===== src/shared/ddpwm_pkg.sv =====
// Register map, field positions, reset values and modes of the dead-time waveform generator
package ddpwm_pkg;

    // ==========================================================
    // Register indices on the plain register port
    // ==========================================================
    localparam logic [3:0] DDPWM_REG_SET_A      = 4'h0;
    localparam logic [3:0] DDPWM_REG_RESET_A    = 4'h1;
    localparam logic [3:0] DDPWM_REG_SET_B      = 4'h2;
    localparam logic [3:0] DDPWM_REG_RESET_B    = 4'h3;
    localparam logic [3:0] DDPWM_REG_OUT_CFG    = 4'h4;
    localparam logic [3:0] DDPWM_REG_OUT_MATRIX = 4'h5;
    localparam logic [3:0] DDPWM_REG_GEN_CFG    = 4'h6;
    localparam logic [3:0] DDPWM_REG_CAPTURE    = 4'h7;
    localparam logic [3:0] DDPWM_REG_FLAGS      = 4'h8;

    // ==========================================================
    // Generator configuration fields
    // ==========================================================
    localparam int DDPWM_GC_RUN      = 0;
    localparam int DDPWM_GC_MODE_LO  = 1;
    localparam int DDPWM_GC_FIFTY    = 3;
    localparam int DDPWM_GC_LOCK     = 4;
    localparam int DDPWM_GC_AUTO_LATCH_ON_LAST_WRITE = 5;
    localparam int DDPWM_GC_CLKSEL   = 6;
    localparam int DDPWM_GC_IRQ_EN   = 8;
    localparam int DDPWM_GC_W        = 9;

    // ==========================================================
    // Output configuration fields
    // ==========================================================
    localparam int DDPWM_OC_EN_A      = 0;
    localparam int DDPWM_OC_EN_B      = 1;
    localparam int DDPWM_OC_POL       = 2;
    localparam int DDPWM_OC_X0_SEL    = 3;
    localparam int DDPWM_OC_X1_SEL    = 4;
    localparam int DDPWM_OC_MATRIX_EN = 5;
    localparam int DDPWM_OC_W         = 6;
    localparam int DDPWM_MATRIX_W     = 4;

    // ==========================================================
    // Flag and status fields
    // ==========================================================
    localparam int DDPWM_FL_OVF     = 0;
    localparam int DDPWM_FL_FAULT   = 1;
    localparam int DDPWM_FL_CAPTURE = 2;
    localparam int DDPWM_FL_W       = 3;
    localparam int DDPWM_ST_RUNNING = 3;
    localparam int DDPWM_ST_PHASE_B = 4;
    localparam int DDPWM_ST_PENDING = 5;

    // ==========================================================
    // Reset values
    // ==========================================================
    localparam logic [DDPWM_OC_W-1:0]     DDPWM_OUT_CFG_RST = 6'h04;
    localparam logic [DDPWM_GC_W-1:0]     DDPWM_GEN_CFG_RST = 9'h000;
    localparam logic [DDPWM_MATRIX_W-1:0] DDPWM_MATRIX_RST  = 4'h0;
    localparam logic [11:0]               DDPWM_CMP_RST     = 12'h000;

    // ==========================================================
    // Running modes
    // ==========================================================
    typedef enum logic [1:0] {
        DDPWM_MODE_FOUR   = 2'b00,
        DDPWM_MODE_TWO    = 2'b01,
        DDPWM_MODE_ONE    = 2'b10,
        DDPWM_MODE_CENTER = 2'b11
    } ddpwm_mode_e;

endpackage

===== src/hdl/ddpwm_core.sv =====
// Dead-time waveform generator with buffered compare values and lock control
`timescale 1ns/1ns

module ddpwm_core
    import ddpwm_pkg::*;
#(
    parameter int          CMP_W         = 12,
    parameter int          DATA_W        = 16,
    parameter bit          EXTRA_OUTPUTS = 1'b1
)
(
    input  wire logic              clk_sys_i,
    input  wire logic              reset_n_i,
    input  wire logic [3:0]        reg_addr_i,
    input  wire logic [DATA_W-1:0] reg_wdata_i,
    input  wire logic              reg_wr_i,
    input  wire logic              reg_rd_i,
    output logic      [DATA_W-1:0] reg_rdata_o,
    input  wire logic              retrigger_i,
    input  wire logic              fault_i,
    output logic                   wave_out_a_o,
    output logic                   wave_out_b_o,
    output logic                   wave_out_extra0_o,
    output logic                   wave_out_extra1_o,
    output logic                   chain_sync_out_o,
    output logic                   chain_halt_out_o,
    output logic                   converter_sync_pulse_o,
    output logic                   generator_irq_o
);

    // ==========================================================
    // Elaboration checks
    // ==========================================================
    if (CMP_W != 12) begin : g_bad_cmp
        $error("Compare width must be 12");
    end
    if (DATA_W < 16) begin : g_bad_data
        $error("Register data width must be at least 16");
    end

    // ==========================================================
    // State
    // ==========================================================
    typedef struct packed {
        logic [CMP_W-1:0]          set_a;
        logic [CMP_W-1:0]          reset_a;
        logic [CMP_W-1:0]          set_b;
        logic [CMP_W-1:0]          reset_b;
        logic [DDPWM_OC_W-1:0]     out_cfg;
        logic [DDPWM_MATRIX_W-1:0] matrix;
        logic [DDPWM_GC_W-1:0]     gen_cfg;
        logic [CMP_W-1:0]          act_sa;
        logic [CMP_W-1:0]          act_ra;
        logic [CMP_W-1:0]          act_sb;
        logic [CMP_W-1:0]          act_rb;
        logic [DDPWM_OC_W-1:0]     act_cfg;
        logic [DDPWM_MATRIX_W-1:0] act_matrix;
        logic                      auto_eff;
        logic                      pending;
        logic                      last_rb;
        logic [5:0]                presc;
        logic [CMP_W:0]            cnt;
        logic                      phase_b;
        logic                      down;
        logic [CMP_W-1:0]          capture;
        logic [DDPWM_FL_W-1:0]     flags;
        logic [DATA_W-1:0]         rdata;
        logic                      out_a;
        logic                      out_b;
        logic                      out_x0;
        logic                      out_x1;
        logic                      sync;
        logic                      halt;
        logic                      adc_sync;
        logic                      irq;
        logic                      ret_s1;
        logic                      ret_s2;
        logic                      ret_s3;
        logic                      flt_s1;
        logic                      flt_s2;
        logic                      flt_s3;
    } ddpwm_state_s;

    ddpwm_state_s st_q;
    ddpwm_state_s st_d;

    // ==========================================================
    // Combinational helpers
    // ==========================================================
    ddpwm_mode_e      mode;
    logic             run;
    logic [5:0]       tick_mask;
    logic             tick;
    logic [CMP_W:0]   sa_w;
    logic [CMP_W:0]   ra_w;
    logic [CMP_W:0]   sb_w;
    logic [CMP_W:0]   rb_w;
    logic [CMP_W:0]   ramp_end;
    logic             raw_a;
    logic             raw_b;
    logic             cycle_end;
    logic             peak;
    logic             upd_ok;
    logic             do_load;
    logic             wr_cmp;
    logic             pol;
    logic             drv_a;
    logic             drv_b;
    logic [DDPWM_FL_W-1:0] flag_set;
    logic [DDPWM_FL_W-1:0] flag_clr;
    logic [DATA_W-1:0]     rd_mux;

    assign mode = ddpwm_mode_e'(st_q.gen_cfg[DDPWM_GC_MODE_LO +: 2]);
    assign run  = st_q.gen_cfg[DDPWM_GC_RUN];
    assign sa_w = {1'b0, st_q.act_sa};
    assign ra_w = {1'b0, st_q.act_ra};
    assign sb_w = {1'b0, st_q.act_sb};
    assign rb_w = {1'b0, st_q.act_rb};
    assign pol  = st_q.act_cfg[DDPWM_OC_POL];

    // Generator clock is a divided enable of the system clock
    // single clock domain
    always_comb
    begin
        case (st_q.gen_cfg[DDPWM_GC_CLKSEL +: 2])
            2'b00:   tick_mask = 6'h00;
            2'b01:   tick_mask = 6'h03;
            2'b10:   tick_mask = 6'h0F;
            default: tick_mask = 6'h3F;
        endcase
    end
    assign tick = (st_q.presc & tick_mask) == tick_mask;

    // Ramp length and output levels per mode
    // mode selects waveform
    always_comb
    begin
        ramp_end = rb_w;
        raw_a    = 1'b0;
        raw_b    = 1'b0;
        case (mode)
            DDPWM_MODE_FOUR:
            begin
                ramp_end = st_q.phase_b ? (sb_w + rb_w + 13'h0001)
                                        : (sa_w + ra_w + 13'h0001);
                raw_a    = !st_q.phase_b && (st_q.cnt > (sa_w + 13'h0001));
                raw_b    = st_q.phase_b && (st_q.cnt > (sb_w + 13'h0001));
            end
            DDPWM_MODE_TWO:
            begin
                ramp_end = st_q.phase_b ? rb_w : ra_w;
                raw_a    = !st_q.phase_b && (st_q.cnt > sa_w);
                raw_b    = st_q.phase_b && (st_q.cnt > sb_w);
            end
            DDPWM_MODE_ONE:
            begin
                ramp_end = rb_w;
                raw_a    = (st_q.cnt > sa_w) && (st_q.cnt <= ra_w);
                raw_b    = (st_q.cnt > sb_w) && (st_q.cnt <= rb_w);
            end
            DDPWM_MODE_CENTER:
            begin
                ramp_end = rb_w;
                raw_a    = st_q.cnt < sa_w;
                raw_b    = st_q.cnt >= sb_w;
            end
            default:
            begin
                ramp_end = rb_w;
            end
        endcase
    end

    always_comb
    begin
        cycle_end = 1'b0;
        peak      = 1'b0;
        if (run && tick)
        begin
            case (mode)
                DDPWM_MODE_FOUR, DDPWM_MODE_TWO:
                    cycle_end = st_q.phase_b && (st_q.cnt >= ramp_end);
                DDPWM_MODE_ONE:
                    cycle_end = st_q.cnt >= ramp_end;
                DDPWM_MODE_CENTER:
                begin
                    cycle_end = st_q.down && (st_q.cnt == 13'h0000);
                    peak      = !st_q.down && (st_q.cnt >= ramp_end);
                end
                default:
                    cycle_end = 1'b0;
            endcase
        end
    end

    // auto-lock waits for RB written last
    assign upd_ok = st_q.pending &&
                    (st_q.auto_eff ? st_q.last_rb : !st_q.gen_cfg[DDPWM_GC_LOCK]);

    // load at top of last ramp
    assign do_load = (!run && st_q.pending) ||
                     (upd_ok && ((mode == DDPWM_MODE_CENTER) ? peak : cycle_end));

    assign wr_cmp = reg_wr_i && (reg_addr_i <= DDPWM_REG_OUT_MATRIX);

    // Output drive with matrix option and polarity
    // part A to a, part B to b
    always_comb
    begin
        drv_a = raw_a;
        drv_b = raw_b;
        if (st_q.act_cfg[DDPWM_OC_MATRIX_EN])
        begin
            drv_a = st_q.phase_b ? st_q.act_matrix[2] : st_q.act_matrix[0];
            drv_b = st_q.phase_b ? st_q.act_matrix[3] : st_q.act_matrix[1];
        end
        drv_a = (run && st_q.act_cfg[DDPWM_OC_EN_A]) ? drv_a : 1'b0;
        drv_b = (run && st_q.act_cfg[DDPWM_OC_EN_B]) ? drv_b : 1'b0;
    end

    // Flag events and write-one clears
    assign flag_set = {st_q.ret_s2 && !st_q.ret_s3,
                       st_q.flt_s2 && !st_q.flt_s3,
                       cycle_end};
    assign flag_clr = (reg_wr_i && (reg_addr_i == DDPWM_REG_FLAGS))
                      ? reg_wdata_i[DDPWM_FL_W-1:0] : '0;

    // Register read mux
    always_comb
    begin
        rd_mux = '0;
        case (reg_addr_i)
            DDPWM_REG_SET_A:      rd_mux[CMP_W-1:0] = st_q.set_a;
            DDPWM_REG_RESET_A:    rd_mux[CMP_W-1:0] = st_q.reset_a;
            DDPWM_REG_SET_B:      rd_mux[CMP_W-1:0] = st_q.set_b;
            DDPWM_REG_RESET_B:    rd_mux[CMP_W-1:0] = st_q.reset_b;
            DDPWM_REG_OUT_CFG:    rd_mux[DDPWM_OC_W-1:0] = st_q.out_cfg;
            DDPWM_REG_OUT_MATRIX: rd_mux[DDPWM_MATRIX_W-1:0] = st_q.matrix;
            DDPWM_REG_GEN_CFG:    rd_mux[DDPWM_GC_W-1:0] = st_q.gen_cfg;
            DDPWM_REG_CAPTURE:    rd_mux[CMP_W-1:0] = st_q.capture;
            DDPWM_REG_FLAGS:
            begin
                rd_mux[DDPWM_FL_W-1:0]   = st_q.flags;
                rd_mux[DDPWM_ST_RUNNING] = run;
                rd_mux[DDPWM_ST_PHASE_B] = st_q.phase_b;
                rd_mux[DDPWM_ST_PENDING] = st_q.pending;
            end
            default:              rd_mux = '0;
        endcase
    end

    // ==========================================================
    // Next state
    // ==========================================================
    always_comb
    begin
        st_d = st_q;

        st_d.ret_s1 = retrigger_i;
        st_d.ret_s2 = st_q.ret_s1;
        st_d.ret_s3 = st_q.ret_s2;
        st_d.flt_s1 = fault_i;
        st_d.flt_s2 = st_q.flt_s1;
        st_d.flt_s3 = st_q.flt_s2;
        st_d.presc  = st_q.presc + 6'h01;

        if (!run)
        begin
            st_d.cnt     = '0;
            st_d.phase_b = 1'b0;
            st_d.down    = 1'b0;
            st_d.presc   = 6'h00;
        end
        else if (tick)
        begin
            case (mode)
                DDPWM_MODE_FOUR, DDPWM_MODE_TWO:
                begin
                    if (st_q.cnt >= ramp_end)
                    begin
                        st_d.cnt     = '0;
                        st_d.phase_b = !st_q.phase_b;
                    end
                    else
                    begin
                        st_d.cnt = st_q.cnt + 13'h0001;
                    end
                end
                DDPWM_MODE_ONE:
                begin
                    st_d.phase_b = 1'b0;
                    st_d.cnt = (st_q.cnt >= ramp_end) ? 13'h0000 : st_q.cnt + 13'h0001;
                end
                DDPWM_MODE_CENTER:
                begin
                    st_d.phase_b = 1'b0;
                    if (!st_q.down)
                    begin
                        if (st_q.cnt >= ramp_end)
                            st_d.down = 1'b1;
                        else
                            st_d.cnt = st_q.cnt + 13'h0001;
                    end
                    else if (st_q.cnt == 13'h0000)
                        st_d.down = 1'b0;
                    else
                        st_d.cnt = st_q.cnt - 13'h0001;
                end
                default:
                    st_d.cnt = '0;
            endcase
        end

        if (cycle_end || !run)
            st_d.auto_eff = st_q.gen_cfg[DDPWM_GC_AUTO_LATCH_ON_LAST_WRITE];

        if (do_load)
        begin
            st_d.act_sb     = st_q.set_b;
            st_d.act_rb     = st_q.reset_b;
            st_d.act_sa     = st_q.gen_cfg[DDPWM_GC_FIFTY] ? st_q.set_b : st_q.set_a;
            st_d.act_ra     = st_q.gen_cfg[DDPWM_GC_FIFTY] ? st_q.reset_b : st_q.reset_a;
            st_d.act_cfg    = st_q.out_cfg;
            st_d.act_matrix = st_q.matrix;
            st_d.pending    = 1'b0;
            st_d.last_rb    = 1'b0;
        end

        // Register writes; a write to registers 0 to 5 in a load cycle keeps pending set
        // 12-bit compares
        if (reg_wr_i)
        begin
            case (reg_addr_i)
                DDPWM_REG_SET_A:      st_d.set_a   = reg_wdata_i[CMP_W-1:0];
                DDPWM_REG_RESET_A:    st_d.reset_a = reg_wdata_i[CMP_W-1:0];
                DDPWM_REG_SET_B:      st_d.set_b   = reg_wdata_i[CMP_W-1:0];
                DDPWM_REG_RESET_B:    st_d.reset_b = reg_wdata_i[CMP_W-1:0];
                DDPWM_REG_OUT_CFG:    st_d.out_cfg = reg_wdata_i[DDPWM_OC_W-1:0];
                DDPWM_REG_OUT_MATRIX: st_d.matrix  = reg_wdata_i[DDPWM_MATRIX_W-1:0];
                DDPWM_REG_GEN_CFG:    st_d.gen_cfg = reg_wdata_i[DDPWM_GC_W-1:0];
                default:              st_d.gen_cfg = st_q.gen_cfg;
            endcase
        end
        if (wr_cmp)
        begin
            st_d.pending = 1'b1;
            st_d.last_rb = reg_addr_i == DDPWM_REG_RESET_B;
        end

        if (flag_set[DDPWM_FL_CAPTURE])
            st_d.capture = st_q.cnt[CMP_W-1:0];

        // Set wins over clear
        st_d.flags = (st_q.flags & ~flag_clr) | flag_set;

        st_d.irq = st_q.gen_cfg[DDPWM_GC_IRQ_EN] && (|st_d.flags);

        st_d.rdata = reg_rd_i ? rd_mux : '0;

        st_d.out_a = drv_a ? pol : !pol;
        st_d.out_b = drv_b ? pol : !pol;
        if (EXTRA_OUTPUTS)
        begin
            st_d.out_x0 = st_q.act_cfg[DDPWM_OC_X0_SEL] ? st_d.out_b : st_d.out_a;
            st_d.out_x1 = st_q.act_cfg[DDPWM_OC_X1_SEL] ? st_d.out_b : st_d.out_a;
        end
        else
        begin
            st_d.out_x0 = 1'b0;
            st_d.out_x1 = 1'b0;
        end

        st_d.sync = cycle_end;
        st_d.halt = !run;
        // RA places converter sync in center mode
        if (mode == DDPWM_MODE_CENTER)
            st_d.adc_sync = run && tick && !st_q.down && (st_q.cnt == ra_w);
        else
            st_d.adc_sync = run && tick && (st_q.cnt == 13'h0000) && !st_q.phase_b;
    end

    // ==========================================================
    // Registers
    // ==========================================================
    // reset to stopped, inactive
    always_ff @(posedge clk_sys_i)
    begin
        if (!reset_n_i)
        begin
            st_q         <= '0;
            st_q.set_a   <= DDPWM_CMP_RST;
            st_q.reset_a <= DDPWM_CMP_RST;
            st_q.set_b   <= DDPWM_CMP_RST;
            st_q.reset_b <= DDPWM_CMP_RST;
            st_q.out_cfg <= DDPWM_OUT_CFG_RST;
            st_q.act_cfg <= DDPWM_OUT_CFG_RST;
            st_q.matrix  <= DDPWM_MATRIX_RST;
            st_q.gen_cfg <= DDPWM_GEN_CFG_RST;
            st_q.halt    <= 1'b1;
        end
        else
        begin
            st_q <= st_d;
        end
    end

    assign reg_rdata_o            = st_q.rdata;
    assign wave_out_a_o           = st_q.out_a;
    assign wave_out_b_o           = st_q.out_b;
    assign wave_out_extra0_o      = st_q.out_x0;
    assign wave_out_extra1_o      = st_q.out_x1;
    assign chain_sync_out_o       = st_q.sync;
    assign chain_halt_out_o       = st_q.halt;
    assign converter_sync_pulse_o = st_q.adc_sync;
    assign generator_irq_o        = st_q.irq;

endmodule


===== config.mk =====
export PLATFORM = sky130hd
export DESIGN_NAME = ddpwm_core
export DESIGN_NICKNAME = d
export VERILOG_FILES = /design/src/shared/ddpwm_pkg.sv /design/src/hdl/ddpwm_core.sv
export SDC_FILE = /design/constraint.sdc
export NUM_CORES = 1
export LEC_CHECK = 0
export BUFFER_PORTS_ARGS = -buffer_cell sky130_fd_sc_hd__buf_4
export CORE_MARGIN = 5
export CORE_UTILIZATION = 41
export CTS_BUF_LIST = sky130_fd_sc_hd__clkbuf_4 sky130_fd_sc_hd__clkbuf_8
export DETAILED_ROUTE_END_ITERATION = 16
export PLACE_DENSITY = 0.61
export SLEW_MARGIN = 40
export SYNTH_ARGS = -nofsm -noshare
export SYNTH_HDL_FRONTEND = slang
export SYNTH_SLANG_ARGS = --single-unit

===== constraint.sdc =====
create_clock -name clk_sys_i -period 4.2 [get_ports clk_sys_i]
set_input_delay 0.84 -clock clk_sys_i [delete_from_list [all_inputs] [get_ports clk_sys_i]]
set_output_delay 0.84 -clock clk_sys_i [all_outputs]
set_load 0.02 [all_outputs]

==> impl_metrics.ini <==
[status]
status = finished clean

[sta]
holdWs_ns = 0.4556
slew_violations = 0
final.setup.tns_ns = 0
period_share_pct = 97.80
setup_viol = 0
clock_skew_ns = 0.03655
hold_viol = 0
slew-limit-headroom_pct = 49.00
finalCriticalPeriod_ns = 4.108
setup_slack_ns = 0.09221
worst_pin_slew_ns = 0.7622
rsz0062_at_grt = yes
timing.fmax_ghz = 0.2434

[global_route]
grt_max_degree = 86
grt_pass1_vias = 10860
gr-usage-all-layers_pct = 23.57
antenna_found_initial = 0
grt_pass1_wl_mm = 62.43
grt_remaining_overflow = 0

[route]
drt_iter0_markers = 1163
route.detailed.drc = 0
routed_via_density = 5.774
vias = 11680
detail_route.wl_per_cell_um = 20.31
ant_nets = 0
drtPass1Iterations = 6
drt_wl_total_mm = 41.08

[final_layout]
area_delta_synth_final_pct = 15.52
final_cell_mix = 237 x nand2_1, 183 x dfxtp_1, 148 x a21oi_1
antenna_cells = 0
drive_above_1_share_pct = 15.56
final_nets = 1768
fin_cells = 2022
final_core_util_pct = 47.85
final_common_cell = nand2_1
final_area_um2 = 14180
nFillCells = 2983

[power_and_ir_drop]
comb_power_share_pct = 12.5
p_total_mw = 3.587
p_leak_nw = 5.480
clock_power_share_pct = 36.0
cellInternalPower_mw = 2.470
power_switching_mw = 1.117
cellPowerDensity_nw_per_um2 = 252.9
p_seq_share_pct = 51.6
ir_worst_vdd_mv = 0.1517
p_sw_share_pct = 31.14

[worst_setup_path]
cp.required_ns = 4.59
timing.rr.end = sa_w[0]
slowest_stage = a32o_2
critPathLaunchType = register
cp_cell_sequence = ha_4 -> nor2b_2 -> o31a_1 -> o211ai_1 -> a21boi_1 -> o21ai_1 -> nand3_2 -> a31o_4 -> ha_4 -> and4_4 -> buf_4 -> o211a_1 -> a21oi_4 -> o21ai_4 -> a32o_2 -> buf_4 -> buf_4 -> nor2_1 -> a211oi_1
ff2ff_path_depth = 19
critical_path_class = reg2reg
cpPeakStageDelay_ns = 0.41
r2r_start = ra_w[1]
r2r_setup_slack_ns = 0.09
worstPathArrival_ns = 4.49
critPathMaxFanout = 8
end_kind = register
crit_top_cell = buf_4

[floorplanning]
die_y_um = 183.0
start_util_pct = 41.42
rows = 63
die-area_um2 = 33500
core-area_um2 = 29640
die_w_um = 183.0
ios = 50

[place]
gp_congestion = 0.9632
placed_area_um2 = 13350
portBuffers = 41
dpl_worst_slack_ns = -0.1638
dp_hpwl_mm = 30.88
numPlacedInstances = 1980

[yosys]
synth_cell_types = 75
syn_area_um2 = 12280
yosysSeqAreaShare_pct = 30.99
syn_inst = 1551
avgSynthCellArea_um2 = 7.915
synth_edf_count = 0
yosys_register_bits = 190
ys_warn_count = 0
synth-async-reset-ratio_pct = 0
synth_ff_type = dfxtp_1

[clocking]
cts_root_buf = clkbuf_8
htree_levels = 4
clock_sinks = 190
path_clk_slew_ns = 0.11
hold_buffers = 0
cts_tree = built
cts_buffers = 17
insertion_delay_ns = 0.50
clk_path_buf_depth = 2

[worst_hold_path]
holdPathStages = 1
min_path_type = reg2reg
hold_path.startpoint = st_d[4]
whs_endpoint = st_d[3]

[job]
drv_cap = 0
==> kinds of logic after synthesis <==
family | Yosys count | share of synthesized area, %
AOI/OAI and AO/OA | 378 | 20.02
xor gates and xnor gates | 45 | 3.211
adders and majority gates | 123 | 12.66
buffers and inverters | 180 | 6.197
DFF | 190 | 30.99
muxes | 65 | 5.993
other | 1 | 0.03055
and+or+nand+nor | 569 | 20.91
==> critical path, delay by kind of cell, from the launching register on <==
kind | cells | cell delay (ns)
AO/OA/AOI/OAI | 10 | 2.25
AND/OR/NAND/NOR | 4 | 0.50
adder cells (fa/ha/maj) | 2 | 0.47
buffers and inverters | 3 | 0.40
flip-flops | 1 | 0.39
==> state kept, by name, indices dropped and copies added, names as in the netlist, 2 cells and up <==
register and count:
sb_w 12, ra_w 12, sa_w 12, st_q 114
mode 2, st_d 4, rb_w 12, reg_rdata_o 12
==> metal layers <==
metal / GRT usage [%] / up-vias / routed length, µm
met1: 34.09 / 5503 / 18830
met5: 0 / - / 0
li1: - / 5649 / -
met2: 36.43 / 453 / 18170
met3: 2.797 / 70 / 2746
met4: 8.194 / 0 / 1323
==> worst max path at each step <==
stage / start / endpoint / slack, ns / cells after the start
final: ra_w[1] / sa_w[0] / 0.09 / 19
after global routing: ra_w[1] / sa_w[6] / -0.1 / 18
after CTS: sa_w[0] / sa_w[0] / 0.005 / 21
after detailed placement: sb_w[0] / ra_w[10] / -0.16 / 20
after global placement: sb_w[0] / ra_w[9] / -0.09 / 20
after floorplan: sa_w[0] / st_q[50] / 0.24 / 19
==> cell type report <==
class	instances	area (µm²)	share of cell area [%]
Multi-Input combinational cell	1184	7971	56.21
Sequential cell	190	3815	26.90
Timing Repair Buffer	144	1177	8.302
Tap cell	390	488.0	3.441
Inverter	82	310.3	2.188
Clock buffer	17	234.0	1.650
Clock inverter	15	185.2	1.306
==> synthesized netlist by cell type, drive strengths merged, types with 4 or more instances <==
library cell | count | area, µm²
nor2 | 122 | 457.9
ha | 121 | 1514
nand3 | 57 | 285.3
dfxtp | 190 | 3804
a21o | 9 | 67.56
mux4 | 6 | 135.1
mux2i | 51 | 510.5
clkbuf | 61 | 229.0
nor2b | 16 | 100.1
a211oi | 39 | 292.8
inv | 82 | 307.8
buf | 37 | 224.0
and2 | 14 | 87.59
a211o | 6 | 52.55
a221oi | 12 | 105.1
a21oi | 158 | 794.5
a32oi | 8 | 77.58
o211ai | 7 | 52.55
a32o | 7 | 70.07
nand2b | 9 | 56.30
nand4 | 14 | 87.58
a22oi | 12 | 90.09
nand3b | 5 | 37.54
or3 | 9 | 56.30
nor3 | 33 | 165.2
a31oi | 10 | 62.56
mux2 | 8 | 90.09
o21a | 7 | 52.55
o21bai | 6 | 45.04
xnor2 | 39 | 341.6
nor4 | 6 | 37.54
a31o | 4 | 35.04
a221o | 9 | 90.09
o21ai | 45 | 229.0
or2 | 6 | 37.54
and3 | 13 | 81.33
xor2 | 6 | 52.55
nor3b | 4 | 30.03
nand2 | 248 | 930.9
o31ai | 5 | 37.54
==> power groups by stage <==
stage | clock network (mW) | registers (mW) | logic, mW
4_1_cts | 1.31 | 1.85 | 0.412
6_report | 1.29 | 1.85 | 0.447
5_1_grt | 1.38 | 1.85 | 0.488
3_3_place_gp | 0 | 1.89 | 0.400
3_5_place_dp | 0 | 1.89 | 0.404
2_1_floorplan | 0 | 1.89 | 0.256
==> timing repair <==
| item | in CTS | in global routing |
|---|---|---|
| endpoints found under the setup margin | 71 | 75 |
| pin swaps | 2 | 21 |
| setup buffers | 3 | 4 |
| cloned | 0 | 4 |
| gates resized for setup | 11 | 56 |
Power figures use the tool's default switching activity.
